**src/sie_pkg.sv**
```systemverilog
package sie_pkg;

   // ----------------------------------------------------------------
   // device classes
   // ----------------------------------------------------------------
   typedef enum logic [3:0] {
      SIE_CL_ESTOP   = 4'h0,
      SIE_CL_GATE    = 4'h1,
      SIE_CL_OPTICAL = 4'h2,
      SIE_CL_TWOHAND = 4'h3,
      SIE_CL_ROPE    = 4'h4,
      SIE_CL_PSTOP   = 4'h5,
      SIE_CL_MAT     = 4'h6,
      SIE_CL_ENABLE  = 4'h7,
      SIE_CL_MUTE    = 4'h8,
      SIE_CL_BYPASS  = 4'h9,
      SIE_CL_EDM     = 4'hA,
      SIE_CL_VALVE   = 4'hB
   } sie_class_t;

   // ----------------------------------------------------------------
   // lockout states
   // ----------------------------------------------------------------
   typedef enum logic {
      SIE_ST_RUN  = 1'b0,
      SIE_ST_LOCK = 1'b1
   } sie_state_t;

   // ----------------------------------------------------------------
   // circuit type counts per class
   // ----------------------------------------------------------------
   localparam logic [3:0] SIE_CT_ESTOP = 4'h7;
   localparam logic [3:0] SIE_CT_GATE = 4'hD;
   localparam logic [3:0] SIE_CT_TEN = 4'hA;
   localparam logic [3:0] SIE_CT_SEVEN = 4'h7;
   localparam logic [3:0] SIE_CT_MAT = 4'h1;
   localparam logic [3:0] SIE_CT_TWO = 4'h2;

   // circuit type field positions
   localparam int SIE_CT_COMP_BIT = 0;
   localparam int SIE_CT_DUAL_BIT = 1;

   // ----------------------------------------------------------------
   // debounce limits, ms
   // ----------------------------------------------------------------
   localparam logic [15:0] SIE_FALL_MIN_MS = 16'h0006;
   localparam logic [15:0] SIE_FALL_MAX_MS = 16'h0064;
   localparam logic [15:0] SIE_FALL_DEF_MS = 16'h0006;
   localparam logic [15:0] SIE_RISE_MIN_MS = 16'h000A;
   localparam logic [15:0] SIE_RISE_MAX_MS = 16'h01F4;
   localparam logic [15:0] SIE_RISE_DEF_MS = 16'h0032;
   localparam logic [15:0] SIE_MUTE_MAX_MS = 16'h05DC;

   // ----------------------------------------------------------------
   // timebase
   // ----------------------------------------------------------------
   localparam int SIE_CLK_PERIOD_NS = 4;
   localparam int SIE_MS_NS = 1000000;
   localparam int SIE_CYC_PER_MS = SIE_MS_NS / SIE_CLK_PERIOD_NS;
   localparam logic [15:0] SIE_SIM_WIN_MS = 16'h0064;
   localparam logic [15:0] SIE_CONC_WIN_MS = 16'h01F4;

   // ----------------------------------------------------------------
   // class properties
   // ----------------------------------------------------------------
   function automatic logic [3:0] sie_ct_count(input logic [3:0] cl);
      case (cl)
         SIE_CL_ESTOP: sie_ct_count = SIE_CT_ESTOP;
         SIE_CL_GATE: sie_ct_count = SIE_CT_GATE;
         SIE_CL_OPTICAL, SIE_CL_ROPE, SIE_CL_PSTOP, SIE_CL_ENABLE,
         SIE_CL_BYPASS: sie_ct_count = SIE_CT_TEN;
         SIE_CL_TWOHAND, SIE_CL_MUTE: sie_ct_count = SIE_CT_SEVEN;
         SIE_CL_MAT: sie_ct_count = SIE_CT_MAT;
         SIE_CL_EDM, SIE_CL_VALVE: sie_ct_count = SIE_CT_TWO;
         default: sie_ct_count = 4'h0;
      endcase
   endfunction

   function automatic logic sie_auto_only(input logic [3:0] cl);
      sie_auto_only = (cl == SIE_CL_TWOHAND) || (cl == SIE_CL_ENABLE) ||
                      (cl == SIE_CL_MUTE) || (cl == SIE_CL_BYPASS) ||
                      (cl == SIE_CL_EDM) || (cl == SIE_CL_VALVE);
   endfunction

   function automatic logic sie_can_mute(input logic [3:0] cl);
      sie_can_mute = (cl == SIE_CL_GATE) || (cl == SIE_CL_OPTICAL) ||
                     (cl == SIE_CL_TWOHAND) || (cl == SIE_CL_PSTOP) ||
                     (cl == SIE_CL_MAT);
   endfunction

   function automatic logic sie_has_tlim(input logic [3:0] cl);
      sie_has_tlim = (cl == SIE_CL_ENABLE) || (cl == SIE_CL_MUTE) ||
                     (cl == SIE_CL_BYPASS) || (cl == SIE_CL_VALVE);
   endfunction

   function automatic logic sie_has_sut(input logic [3:0] cl);
      sie_has_sut = (cl == SIE_CL_GATE) || (cl == SIE_CL_OPTICAL);
   endfunction

endpackage

```
**src/sie_debounce.sv**
```systemverilog
module sie_debounce import sie_pkg::*; (
   // clock and reset
   input wire logic core_clk,
   input wire logic rstn,
   input wire logic ce,
   // timebase
   input wire logic tick,
   // line
   input wire logic din,
   input wire logic [15:0] fall_ms,
   input wire logic [15:0] rise_ms,
   output logic q_ff
);

   logic [15:0] cnt_ff;
   logic [15:0] nxt_cnt;
   logic nxt_q;
   logic [15:0] win;

   // ----------------------------------------------------------------
   // level filter, separate windows per direction
   // ----------------------------------------------------------------
   always_comb begin
      nxt_cnt = cnt_ff;
      nxt_q = q_ff;
      win = q_ff ? fall_ms : rise_ms;
      if (din == q_ff) begin
         nxt_cnt = 16'h0000;
      end else if (tick) begin
         // window counted in ms ticks (see RULE19)
         nxt_cnt = 16'(cnt_ff + 16'h0001);
         if (nxt_cnt >= win) begin
            nxt_q = din;
            nxt_cnt = 16'h0000;
         end
      end
   end

   always_ff @(posedge core_clk or negedge rstn) begin
      if (!rstn) begin
         cnt_ff <= 16'h0000;
         q_ff <= 1'b0;
      end else if (ce) begin
         cnt_ff <= nxt_cnt;
         q_ff <= nxt_q;
      end
   end

endmodule // sie_debounce

```
**src/sie_top.sv**
```systemverilog
// Function
// (RULE1) output On only when all mapped inputs run
// (RULE2) active mute or bypass ignores stop
// (RULE3) fault locks out until cleared
// (RULE4) equal-polarity pair: both high is run
// (RULE5) complementary pair: high and low is run
// (RULE6) circuit type per class, range checked
// (RULE7) trip or latch; some classes trip only
// (RULE8) per-input map to outputs and inputs
// (RULE9) simultaneous or concurrent, high or low
// (RULE10) start-up test after power-up for gate/optical
// (RULE11) time limit on timed functions
// (RULE12) mute only with mutable flag
// (RULE13) bypass only with bypassable flag
// (RULE14) inputs taken from assigned terminals
// (RULE15) stop debounce 6..100 ms, mute 1500
// (RULE16) run debounce 10..500 ms, mute 1500
// (RULE17) any mapped stop turns output off
// (RULE18) latch waits manual reset, trip releases
// (RULE19) debounce on 1 ms tick
// (RULE20) lockout forces all outputs off
module sie_top import sie_pkg::*; #(
   parameter int NUM_IN = 4,
   parameter int NUM_OUT = 2,
   parameter int NUM_TERM = 8,
   parameter int TERM_W = 3,
   parameter int TICK_CYC = SIE_CYC_PER_MS
) (
   // clock and reset
   input wire logic core_clk,
   input wire logic rstn,
   input wire logic ce,
   // terminal pins
   input wire logic [NUM_TERM-1:0] term_in,
   input wire logic manual_reset_in,
   input wire logic system_reset_in,
   // per-input configuration
   input wire logic [3:0] cfg_class [NUM_IN],
   input wire logic [3:0] cfg_circuit [NUM_IN],
   input wire logic [TERM_W-1:0] cfg_term_a [NUM_IN],
   input wire logic [TERM_W-1:0] cfg_term_b [NUM_IN],
   input wire logic [NUM_IN-1:0] cfg_manual,
   input wire logic [NUM_OUT-1:0] cfg_out_map [NUM_IN],
   input wire logic [NUM_IN-1:0] cfg_in_map [NUM_IN],
   input wire logic [NUM_IN-1:0] cfg_cos_simul,
   input wire logic [NUM_IN-1:0] cfg_active_low,
   input wire logic [15:0] cfg_fall_ms [NUM_IN],
   input wire logic [15:0] cfg_rise_ms [NUM_IN],
   input wire logic [NUM_IN-1:0] cfg_startup_test,
   input wire logic [15:0] cfg_time_limit_ms [NUM_IN],
   input wire logic [NUM_IN-1:0] cfg_mutable,
   input wire logic [NUM_IN-1:0] cfg_bypassable,
   // status
   output logic [NUM_OUT-1:0] safety_out_ff,
   output logic [NUM_IN-1:0] input_run_ff,
   output logic [NUM_IN-1:0] input_fault_ff,
   output logic [NUM_IN-1:0] input_latched_ff,
   output logic lockout_ff
);

   // ----------------------------------------------------------------
   // pin synchronisers
   // ----------------------------------------------------------------
   logic [NUM_TERM+1:0] sync1_ff;
   logic [NUM_TERM+1:0] sync2_ff;
   logic mreset_prev_ff;
   logic [NUM_TERM-1:0] term_s;
   logic mreset_s;
   logic sreset_s;
   logic mreset_pulse;

   always_ff @(posedge core_clk or negedge rstn) begin
      if (!rstn) begin
         sync1_ff <= '0;
         sync2_ff <= '0;
         mreset_prev_ff <= 1'b0;
      end else if (ce) begin
         sync1_ff <= {system_reset_in, manual_reset_in, term_in};
         sync2_ff <= sync1_ff;
         mreset_prev_ff <= mreset_s;
      end
   end

   assign term_s = sync2_ff[NUM_TERM-1:0];
   assign mreset_s = sync2_ff[NUM_TERM];
   assign sreset_s = sync2_ff[NUM_TERM+1];
   assign mreset_pulse = mreset_s & ~mreset_prev_ff;

   // ----------------------------------------------------------------
   // 1 ms timebase
   // ----------------------------------------------------------------
   logic [31:0] tick_cnt_ff;
   logic [31:0] nxt_tick_cnt;
   logic tick_ff;
   logic nxt_tick;

   always_comb begin
      nxt_tick = 1'b0;
      nxt_tick_cnt = 32'(tick_cnt_ff + 32'h00000001);
      if (tick_cnt_ff == 32'(TICK_CYC - 1)) begin
         nxt_tick_cnt = 32'h00000000;
         nxt_tick = 1'b1; // see (RULE19)
      end
   end

   always_ff @(posedge core_clk or negedge rstn) begin
      if (!rstn) begin
         tick_cnt_ff <= 32'h00000000;
         tick_ff <= 1'b0;
      end else if (ce) begin
         tick_cnt_ff <= nxt_tick_cnt;
         tick_ff <= nxt_tick;
      end
   end

   // ----------------------------------------------------------------
   // per-input evaluation
   // ----------------------------------------------------------------
   logic [NUM_IN-1:0] run_w;
   logic [NUM_IN-1:0] ok_w;
   logic [NUM_IN-1:0] fault_w;
   logic [NUM_IN-1:0] latched_w;

   genvar gi;
   generate
      for (gi = 0; gi < NUM_IN; gi++) begin : g_in
         logic deb_a;
         logic deb_b;
         logic [15:0] fall_eff;
         logic [15:0] rise_eff;
         logic [15:0] dmax_fall;
         logic [15:0] dmax_rise;
         logic is_mute_cl;
         logic run_a;
         logic run_b;
         logic dual;
         logic run_raw;
         logic mismatch;
         logic cfg_bad;
         logic manual_eff;
         logic muted;
         logic bypassed;
         logic ignore;
         logic sut_need;
         logic [15:0] disp_cnt_ff;
         logic [15:0] nxt_disp_cnt;
         logic [15:0] func_cnt_ff;
         logic [15:0] nxt_func_cnt;
         logic disp_err_ff;
         logic nxt_disp_err;
         logic func_err_ff;
         logic nxt_func_err;
         logic latched_ff;
         logic nxt_latched;
         logic saw_stop_ff;
         logic nxt_saw_stop;
         logic tested_ff;
         logic nxt_tested;
         logic [15:0] cos_win;

         // debounce windows clamped to class limits
         always_comb begin
            is_mute_cl = (cfg_class[gi] == SIE_CL_MUTE);
            dmax_fall = is_mute_cl ? SIE_MUTE_MAX_MS : SIE_FALL_MAX_MS;
            dmax_rise = is_mute_cl ? SIE_MUTE_MAX_MS : SIE_RISE_MAX_MS;
            fall_eff = cfg_fall_ms[gi]; // see (RULE15)
            if (fall_eff < SIE_FALL_MIN_MS) begin
               fall_eff = SIE_FALL_MIN_MS;
            end else if (fall_eff > dmax_fall) begin
               fall_eff = dmax_fall;
            end
            rise_eff = cfg_rise_ms[gi]; // see (RULE16)
            if (rise_eff < SIE_RISE_MIN_MS) begin
               rise_eff = SIE_RISE_MIN_MS;
            end else if (rise_eff > dmax_rise) begin
               rise_eff = dmax_rise;
            end
         end

         // lines picked from assigned terminals (see RULE14)
         sie_debounce u_deb_a (
            .core_clk(core_clk),
            .rstn(rstn),
            .ce(ce),
            .tick(tick_ff),
            .din(term_s[cfg_term_a[gi]]),
            .fall_ms(fall_eff),
            .rise_ms(rise_eff),
            .q_ff(deb_a)
         );

         sie_debounce u_deb_b (
            .core_clk(core_clk),
            .rstn(rstn),
            .ce(ce),
            .tick(tick_ff),
            .din(term_s[cfg_term_b[gi]]),
            .fall_ms(fall_eff),
            .rise_ms(rise_eff),
            .q_ff(deb_b)
         );

         always_comb begin
            dual = cfg_circuit[gi][SIE_CT_DUAL_BIT];
            // active-low convention inverts both lines (see RULE9)
            run_a = deb_a ^ cfg_active_low[gi];
            // complementary pair wants b opposite to a (see RULE5)
            run_b = (deb_b ^ cfg_circuit[gi][SIE_CT_COMP_BIT]) ^
                    cfg_active_low[gi];
            // equal pair wants both high (see RULE4)
            run_raw = dual ? (run_a & run_b) : run_a;
            mismatch = dual & (run_a ^ run_b);
            // out-of-range circuit type is a fault (see RULE6)
            cfg_bad = (cfg_circuit[gi] >= sie_ct_count(cfg_class[gi]));
            // latch refused for trip-only classes (see RULE7)
            manual_eff = cfg_manual[gi] & ~sie_auto_only(cfg_class[gi]);
            sut_need = cfg_startup_test[gi] & sie_has_sut(cfg_class[gi]);
            cos_win = cfg_cos_simul[gi] ? SIE_SIM_WIN_MS : SIE_CONC_WIN_MS;
            // mute/bypass sources reach inputs via input map (see RULE8)
            muted = 1'b0;
            bypassed = 1'b0;
            for (int j = 0; j < NUM_IN; j++) begin
               if (cfg_in_map[j][gi] && run_w[j]) begin
                  if (cfg_class[j] == SIE_CL_MUTE) begin
                     muted = 1'b1;
                  end
                  if (cfg_class[j] == SIE_CL_BYPASS) begin
                     bypassed = 1'b1;
                  end
               end
            end
            // mute needs mutable flag (see RULE12)
            // bypass needs bypassable flag (see RULE13)
            ignore = (muted & cfg_mutable[gi] &
                      sie_can_mute(cfg_class[gi])) |
                     (bypassed & cfg_bypassable[gi] &
                      sie_can_mute(cfg_class[gi]));
         end

         // pair disparity and function time limit
         always_comb begin
            nxt_disp_cnt = disp_cnt_ff;
            nxt_disp_err = disp_err_ff;
            nxt_func_cnt = func_cnt_ff;
            nxt_func_err = func_err_ff;
            if (!mismatch) begin
               nxt_disp_cnt = 16'h0000;
            end else if (tick_ff && disp_cnt_ff != 16'hFFFF) begin
               nxt_disp_cnt = 16'(disp_cnt_ff + 16'h0001);
            end
            if (nxt_disp_cnt > cos_win) begin
               nxt_disp_err = 1'b1; // see (RULE9)
            end
            if (!(run_raw && sie_has_tlim(cfg_class[gi]))) begin
               nxt_func_cnt = 16'h0000;
            end else if (tick_ff && func_cnt_ff != 16'hFFFF) begin
               nxt_func_cnt = 16'(func_cnt_ff + 16'h0001);
            end
            if (nxt_func_cnt > cfg_time_limit_ms[gi]) begin
               nxt_func_err = 1'b1; // see (RULE11)
            end
            // errors clear only with system reset once the cause is gone
            if (sreset_s && !mismatch && nxt_func_cnt == 16'h0000) begin
               nxt_disp_err = 1'b0;
               nxt_func_err = 1'b0;
            end
         end

         // latch and start-up test
         always_comb begin
            nxt_latched = latched_ff;
            nxt_saw_stop = saw_stop_ff | ~run_raw;
            nxt_tested = tested_ff | (saw_stop_ff & run_raw); // see (RULE10)
            if (mreset_pulse && run_raw) begin
               nxt_latched = 1'b0; // see (RULE18)
            end
            // a stop during the reset cycle still latches
            if (manual_eff && !run_raw && !ignore) begin
               nxt_latched = 1'b1; // see (RULE18)
            end
            if (!manual_eff) begin
               nxt_latched = 1'b0;
            end
         end

         always_ff @(posedge core_clk or negedge rstn) begin
            if (!rstn) begin
               disp_cnt_ff <= 16'h0000;
               func_cnt_ff <= 16'h0000;
               disp_err_ff <= 1'b0;
               func_err_ff <= 1'b0;
               latched_ff <= 1'b0;
               saw_stop_ff <= 1'b0;
               tested_ff <= 1'b0;
            end else if (ce) begin
               disp_cnt_ff <= nxt_disp_cnt;
               func_cnt_ff <= nxt_func_cnt;
               disp_err_ff <= nxt_disp_err;
               func_err_ff <= nxt_func_err;
               latched_ff <= nxt_latched;
               saw_stop_ff <= nxt_saw_stop;
               tested_ff <= nxt_tested;
            end
         end

         assign run_w[gi] = run_raw;
         assign latched_w[gi] = latched_ff;
         assign fault_w[gi] = cfg_bad | disp_err_ff | func_err_ff;
         // ignored stop keeps output on (see RULE2)
         assign ok_w[gi] = ((run_raw & ~latched_ff) | ignore) &
                           (tested_ff | ~sut_need);
      end
   endgenerate

   // ----------------------------------------------------------------
   // lockout and outputs
   // ----------------------------------------------------------------
   sie_state_t state_ff;
   sie_state_t nxt_state;
   logic [NUM_OUT-1:0] nxt_out;

   always_comb begin
      nxt_state = state_ff;
      case (state_ff)
         SIE_ST_RUN: begin
            if (|fault_w) begin
               nxt_state = SIE_ST_LOCK; // see (RULE3)
            end
         end
         SIE_ST_LOCK: begin
            // fault must be gone and system reset given
            if (!(|fault_w) && sreset_s) begin
               nxt_state = SIE_ST_RUN; // see (RULE3)
            end
         end
         default: nxt_state = SIE_ST_LOCK;
      endcase
      for (int o = 0; o < NUM_OUT; o++) begin
         // and of all mapped inputs (see RULE1) (see RULE17)
         nxt_out[o] = 1'b1;
         for (int i = 0; i < NUM_IN; i++) begin
            if (cfg_out_map[i][o] && !ok_w[i]) begin
               nxt_out[o] = 1'b0;
            end
         end
      end
      if (nxt_state == SIE_ST_LOCK) begin
         nxt_out = '0; // see (RULE20)
      end
   end

   always_ff @(posedge core_clk or negedge rstn) begin
      if (!rstn) begin
         state_ff <= SIE_ST_LOCK;
         safety_out_ff <= '0;
         input_run_ff <= '0;
         input_fault_ff <= '0;
         input_latched_ff <= '0;
         lockout_ff <= 1'b1;
      end else if (ce) begin
         state_ff <= nxt_state;
         safety_out_ff <= nxt_out;
         input_run_ff <= run_w;
         input_fault_ff <= fault_w;
         input_latched_ff <= latched_w;
         lockout_ff <= (nxt_state == SIE_ST_LOCK);
      end
   end

endmodule // sie_top

```
**config.mk**
```make
export PLATFORM = sky130hd
export DESIGN_NAME = sie_top
export DESIGN_NICKNAME = d
export VERILOG_FILES = /design/src/sie_pkg.sv /design/src/sie_debounce.sv /design/src/sie_top.sv
export SDC_FILE = /design/constraint.sdc
export NUM_CORES = 1
export LEC_CHECK = 0
export ABC_CLOCK_PERIOD_IN_PS = 4400
export BUFFER_PORTS_ARGS = -buffer_cell sky130_fd_sc_hd__buf_4
export CAP_MARGIN = 5
export CORE_MARGIN = 2
export CORE_UTILIZATION = 45
export DETAILED_ROUTE_END_ITERATION = 10
export GPL_TIMING_DRIVEN = 0
export PLACE_DENSITY = 0.61
export RECOVER_POWER = 50
export SYNTH_ARGS = -nofsm -noshare
export SYNTH_HDL_FRONTEND = slang
export SYNTH_SLANG_ARGS = --single-unit
```
**constraint.sdc**
```tcl
create_clock -name core_clk -period 4.4 [get_ports core_clk]
set_clock_uncertainty 0.2 [all_clocks]
set_input_delay 0.66 -clock core_clk [delete_from_list [all_inputs] [get_ports core_clk]]
set_output_delay 0.66 -clock core_clk [all_outputs]
set_load 0.03 [all_outputs]
```
==> results of run 1 <==
## path summary, 6_finish.rpt
kind	to	slack [ps]	start
max	g_in[0].u_deb_b.cnt_ff[8]	-120	cfg_class[13]
min	sync1_ff[9]	90	system_reset_in
max reg2reg	g_in[2].u_deb_b.cnt_ff[10]	130	g_in[2].u_deb_b.cnt_ff[0]
min reg2reg	g_in[2].saw_stop_ff	260	g_in[2].saw_stop_ff
max in group asynchronous	g_in[1].u_deb_a.cnt_ff[2]	460	rstn
min in group asynchronous	g_in[0].u_deb_b.cnt_ff[0]	980	rstn
## sequential cells by signal, indices dropped and copies added, names as in the netlist, 10 cells and up
register and flops:
g_in.disp_cnt_ff 64, g_in.u_deb_b.cnt_ff 64, tick_cnt_ff 32, sync2_ff 10
g_in.func_cnt_ff 64, g_in.u_deb_a.cnt_ff 64, sync1_ff 10
## area by class of cell
cell class / instances / area (um2) / share of cell area
antenna: 4 / 10.0 / 0.000265
buffer: 139 / 729 / 0.0193
clock buffer: 66 / 1370 / 0.0362
clock inverter: 17 / 288 / 0.00763
inverter: 150 / 676 / 0.0179
multi-input combinational: 2905 / 21600 / 0.571
sequential: 353 / 8840 / 0.234
tap: 864 / 1080 / 0.0286
timing repair buffer: 408 / 3190 / 0.0844
## through the flow
stage	utilization	total power (uW)	setup slack (ps)
after global placement	0.521	4840	-1700
final	0.571	9000	-121
after global routing	0.571	9370	-282
after floorplan	-	4150	-377
after detailed placement	0.523	4870	-1630
after CTS	0.552	9050	-199
## placed cells by master, fill, tap and decap left out, types with 26 or more instances in the layout
| cell type | n |
|---|---|
| or3_1 | 31 |
| conb_1 | 40 |
| inv_1 | 137 |
| a21oi_1 | 175 |
| nor4_1 | 42 |
| nand3_1 | 147 |
| nand2_1 | 292 |
| and4_1 | 26 |
| nor2_1 | 234 |
| buf_4 | 362 |
| and3_1 | 59 |
| a21oi_2 | 32 |
| xnor2_1 | 119 |
| xor2_1 | 96 |
| a31oi_1 | 58 |
| nand4_1 | 97 |
| nor3_1 | 77 |
| ha_1 | 268 |
| mux2_2 | 121 |
| o21ai_0 | 184 |
| buf_6 | 27 |
| o2111ai_1 | 32 |
| clkbuf_1 | 121 |
| nand2b_1 | 43 |
| dfrtp_1 | 345 |
| mux2i_1 | 59 |
| a21o_1 | 80 |
| a22o_1 | 72 |
| o21ai_1 | 36 |
| o31ai_1 | 29 |
| clkbuf_16 | 47 |
## power groups by stage
stage	sequential (uW)	combinational [uW]	clock, uW
6_report	3420	1440	4140
2_1_floorplan	3480	668	0
4_1_cts	3420	1410	4230
5_1_grt	3430	1580	4370
3_5_place_dp	3480	1390	0
3_3_place_gp	3480	1370	0
## cell families (layout without fill, tap and decap cells)
logic type / count (synthesis) / after routing / synth area share
and+or+nand+nor: 1253 / 1253 / 0.214
AOI/OAI and AO/OA: 898 / 900 / 0.193
DFF: 353 / 353 / 0.293
buffers and inverters: 299 / 780 / 0.0373
adders and majority gates: 293 / 293 / 0.121
xor gates and xnor gates: 216 / 216 / 0.0627
muxes: 203 / 203 / 0.0792
other: 1 / 44 / 0.000124
## repair_timing
item | 4_1_cts | 5_1_grt
endpoints found under the setup margin | 97 | 138
hold endpoints to repair | 73 | 0
setup buffers | 20 | 61
pin swaps | 21 | 87
hold buffers | 1 | 0
cloned | 0 | 5
resized for setup | 46 | 236
## metal layers
metal	share of wire	wire length [um]
met1	0.46	45500
met2	0.44	43800
met3	0.071	7020
met4	0.028	2730
met5	0.00022	22
==> summary.txt, run 1 <==
Outcome
  • Status: finished, violations left
  • Failing checks: capacitance limit, slew limit, setup timing

Yosys
  • Flop and latch count out of synthesis: between 300 and 400
  • Post-Synthesis Cells: around 3,500
  • Mean Syn Cell Area: 8.58 um2
  • Top cell type's share of synthesized area: 0.292
  • Seq/Total Area, Yosys: 0.293
  • Post-synth top cells: 352 x dfrtp_1, 298 x nand2_1, 289 x ha_1
  • EDFF count, synth: 0
  • Area leader, netlist: dfrtp_1
  • Post-Syn Area: 30,200 um2
  • Synth cell types: 77
  • Synth top area cells: dfrtp_1 29%, ha_1 12%, mux2_2 4.7%
  • Yosys Warn Count: 0
  • Async SR Flop Fraction: 1.00
  • Most frequent cell after synthesis: dfrtp_1
  • Primary FF master, synth: dfrtp_1

Power
  • Int Power: around 6500 uW
  • Net Sw Frac: 0.281
  • Power share of the clock group: 0.460
  • Max IR drop VDD: 0.265 mV
  • PD cells: 239 nW/um2
  • P_leak: ~0.017 uW
  • Combinational share of power: 0.160
  • Sequential share of power: 0.380
  • Net switching power: 2520 uW

Global routing
  • Grt met3 use: 0.0573
  • Met2 usage: 0.431
  • First-pass GRT wire length: 153,000 um
  • Antenna violations before repair: 7
  • Top Usage Layer GRT: met2
  • Largest net degree at the start of global routing: 113
  • Tot GR Track Use: 0.277
  • Grt ovf: 0
  • Met1 global-route usage: 0.386
  • Vias in the first global route: between 20,000 and 30,000

Timing
  • Setup TNS: -975 ps
  • Unrepaired setup endpoints after global routing: true
  • Tcrit/Tclk final: 1.03
  • Slew Viols, Final: 75
  • WHS: 92.9 ps
  • Fmax: 0.221 GHz
  • Fin. Hold Viols: 0
  • Final setup margin: -121 ps
  • Relative slew margins: -0.394
  • Worst-Margin Slew: between 2000 and 2500 ps
  • Final setup fails: 20
  • Post-route minimum period: 4520 ps

Finish
  • Design area: between 30,000 and 40,000 um2
  • Area growth syn-to-layout: 25.0%
  • Layout cells sized above 1: 0.219
  • Fill cells: 6,168
  • Non-Filler Instances: just under 5,000
  • Layout Nets: 4,601

Critical path
  • CP max stage cell: or3_4
  • Worst path depth: 23
  • WP data required: 4720 ps
  • Worst-path fanout max: 8
  • Largest delay share family, worst path: compound AO/OA/AOI/OAI gates
  • Startpoint types: input pin
  • CP Buf/Inv Count: 5
  • Worst EP arrival: between 4000 and 5000 ps
  • CP Cell Sequence: buf_12 > inv_16 > ha_4 > and3b_1 > clkbuf_8 > inv_8 > ha_1 > maj3_2 > a31o_4 > o21ai_4 > and2_4 > o21ai_1 > a21oi_2 > mux2i_1 > ha_1 > a21o_1 > a211oi_2 > o2111ai_2 > a221o_1 > or3_4 > buf_8 > a21oi_2 > a21o_1
  • CP Capture Type: flip-flop
  • FF-to-FF path depth: 16
  • Worst path max stage delay: 410 ps
  • Critical path class: in -> reg

Clock tree
  • CTS Buf Count: 46
  • CTS H-tree depth: 2
  • Worst-path clk slew: 60 ps
  • Clock Latency Late Sink: 610 ps
  • CTS tree: yes
  • # clock sinks: 353
  • Clk root buf: clkbuf_16
  • Worst-case clock buffer depth: 3

Die
  • IO Pins: 324
  • Height of the die: around 260 um
  • Initial core utilization: 0.457
  • Die W: ~260 um
  • Site row count: 94
  • CORE AREA: 66,100 um2
  • DIE AREA: 69,100 um2

Route
  • Router iterations before antenna repair: 5
  • Drt drc: 0
  • Vias: 28,800
  • Via/cell ratio: 5.87
  • Final wirelength: 99,100 um
  • Average wire per standard cell: 20.2 um
  • Antenna-violating nets left: 0
  • Iter 0 DRT Violations: 2,375

Worst hold path
  • Worst hold stages: 2
  • Hold WC Path Type: in -> reg

Place
  • DP Cell Count: around 4,700
  • Placer Congestion: between 0.9 and 1
  • Detailed Place HPWL: approximately 75,000 um
  • Placed Area: 34,600 um2
  • IO Port Bufs: 319

Job
  • Max Cap Viol: 1
No activity file was read; power rests on OpenSTA's default activity.
==> run 2: changes to the inputs <==
--- a/config.mk
+++ b/config.mk
@@ -9,10 +9,11 @@
 export BUFFER_PORTS_ARGS = -buffer_cell sky130_fd_sc_hd__buf_4
 export CAP_MARGIN = 5
 export CORE_MARGIN = 2
-export CORE_UTILIZATION = 45
+export CORE_UTILIZATION = 30
 export DETAILED_ROUTE_END_ITERATION = 10
 export GPL_TIMING_DRIVEN = 0
-export PLACE_DENSITY = 0.61
+export MAX_ROUTING_LAYER = met4
+export PLACE_DENSITY = 0.43
 export RECOVER_POWER = 50
 export SYNTH_ARGS = -nofsm -noshare
 export SYNTH_HDL_FRONTEND = slang
==> summary.txt, run 2 (same netlist as run 1, synthesis figures left out) <==
Route
  • Iter 0 DRT Violations: about 2,000
  • Drt drc: 0
  • Router iterations before antenna repair: 6
  • Vias: about 29,000
  • Average wire per standard cell: 20.8 um
  • Via/cell ratio: between 5 and 6
  • Final wirelength: between 100,000 and 150,000 um
  • Antenna-violating nets left: 0

Critical path
  • Worst path max stage delay: around 390 ps
  • Startpoint types: input pin
  • CP max stage cell: a221o_1
  • Worst-path fanout max: 8
  • Critical path startpoint: cfg_class[12]
  • FF-to-FF path depth: 14
  • Reg2reg setup slack: about 130 ps
  • Worst flop-to-flop path endpoint: g_in[0].func_err_ff
  • Critical path class: in -> reg
  • WP data required: roughly 4800 ps
  • Reg-to-reg startpoint: g_in[0].u_deb_a.q_ff
  • Critical path destination: g_in[0].u_deb_b.cnt_ff[6]
  • Worst EP arrival: 4870 ps
  • Most used cell, CP: a21o_1
  • CP Capture Type: flip-flop
  • CP Cell Sequence: buf_12 > inv_8 > ha_4 > and3b_2 > buf_8 > inv_8 > ha_4 > maj3_2 > a31o_4 > o21ai_4 > a21oi_4 > nor2b_2 > a21oi_2 > ha_1 > a21o_1 > a21o_1 > a211oi_2 > o2111ai_2 > a221o_1 > or3_4 > buf_8 > a21oi_2 > a21o_1

Die
  • Height of the die: 321 um
  • Initial core utilization: 0.302
  • Site row count: 116
  • IO Pins: 324
  • Die W: 321 um
  • CORE AREA: between 90,000 and 100,000 um2
  • DIE AREA: 103,000 um2

Clock tree
  • CTS Buf Count: 50
  • # clock sinks: 353
  • Clock Latency Late Sink: 610 ps
  • Worst-case clock buffer depth: 3
  • Clk root buf: clkbuf_16
  • Worst-path clk slew: around 50 ps
  • CTS H-tree depth: 2
  • CTS tree: yes

Finish
  • Area growth syn-to-layout: 27.7%
  • Footprint of the multi-input gates: 21,600 um2
  • Layout cells sized above 1: 0.226
  • Register area: 8840 um2
  • Commonest cells after routing, fill and taps aside: 364 x buf_4, 347 x dfrtp_1, 292 x nand2_1
  • Layout Nets: roughly 4,600
  • Design area: 38,500 um2
  • Fill cells: 10,300
  • Most common cell after layout, fill and taps aside: buf_4

Timing
  • Unrepaired setup endpoints after global routing: true
  • Fin. Hold Viols: 0
  • Final setup margin: -124 ps
  • Fmax: 0.221 GHz
  • Relative slew margins: -0.812
  • Final setup fails: 26
  • Post-route minimum period: 4520 ps
  • Slew Viols, Final: 97
  • Tcrit/Tclk final: 1.03
  • Worst-Margin Slew: roughly 2700 ps

Place
  • Placer Congestion: 0.873
  • IO Port Bufs: 319
  • Placed Area: about 35,000 um2
  • Detailed Place HPWL: 85,300 um

Global routing
  • Antenna violations before repair: 9
  • First-pass GRT wire length: ~170,000 um
  • Vias in the first global route: 27,600
  • Largest net degree at the start of global routing: 98
  • Tot GR Track Use: 0.216
  • Grt ovf: 0

Power
  • PD cells: around 240 nW/um2
  • Max IR drop VDD: 0.243 mV
  • P_leak: 0.0174 uW
  • Final Power: just over 9000 uW

Worst hold path
  • Worst hold stages: 2
  • Hold WC Path Type: in -> reg

Outcome
  • Failing checks: capacitance limit, slew limit, setup timing
  • Status: finished, violations left

Job
  • Max Cap Viol: 1
## run 2: changes by cell type in the layout (fill, tap and decap cells not counted), sizes merged, moves of 3 or more
cell | previous run | this run
diode | 4 | 10
clkbuf | 196 | 203
inv | 150 | 147
clkinv | 9 | 18
bufinv | 7 | 4
buf | 416 | 413
## run 2: report_power, final
part | switching, uW | internal (uW) | total, uW | leakage, uW
logic | 899 | 589 | 1490 | 0.0118
clock network | 1680 | 2610 | 4300 | 0.000861
registers | 102 | 3320 | 3420 | 0.00479
total | 2680 | 6530 | 9210 | 0.0174
## run 2: repair_timing
item | in CTS | in global routing
gates resized for setup | 93 | 208
hold buffers | 1 | 0
pin swaps | 39 | 107
setup endpoints to repair | 132 | 138
buffers inserted | 34 | 48
gates cloned | 2 | 3
hold endpoints to repair | 95 | 0
## run 2: stage by stage
stage / TNS (ps) / instances / hold slack [ps] / util / worst slack, ps
global route: -29030 / 5352 / 66.5 / 0.386 / -289
floorplan: -6770 / 3555 / 164 / - / -377
CTS: -5970 / 5293 / 42.5 / 0.374 / -281
global placement: -656860 / 5172 / 250 / 0.351 / -1770
detailed placement: -125670 / 5175 / 247 / 0.352 / -1720
finish: -1680 / 5353 / 81.7 / 0.386 / -124
## run 2: worst max-delay path, delay by kind of cell
kind	cells	cell delay, ps
adders and majority gates	4	900
buffers and inverters	5	520
AOI/OAI and AO/OA	11	1970
and+or+nand+nor	3	810
## run 2: area by class of cell
class	instances	area share
Antenna cell	10	0.000649
Buffer	137	0.0196
Clock buffer	70	0.0392
Clock inverter	22	0.00575
Inverter	150	0.0175
Multi-Input combinational cell	2903	0.562
Sequential cell	353	0.229
Tap cell	1298	0.0421
Timing Repair Buffer	410	0.0841
## run 2: worst min-delay path by stage
| stage | to | slack, ps | from |
|---|---|---|---|
| 6_report | sync1_ff[1] | 80 | term_in[1] |
| 5_1_grt | sync1_ff[1] | 70 | term_in[1] |
| 4_1_cts | sync1_ff[5] | 40 | term_in[5] |
| 3_5_place_dp | g_in[1].saw_stop_ff | 250 | g_in[1].saw_stop_ff |
| 3_3_place_gp | g_in[3].tested_ff | 250 | g_in[3].tested_ff |
| 2_1_floorplan | g_in[0].disp_cnt_ff[0] | 160 | rstn |
## run 2: layer usage
metal	wire, um	global-route usage
met4	2160	0.0438
met2	48400	0.324
met5	0	-
met3	5330	0.0265
met1	55400	0.311
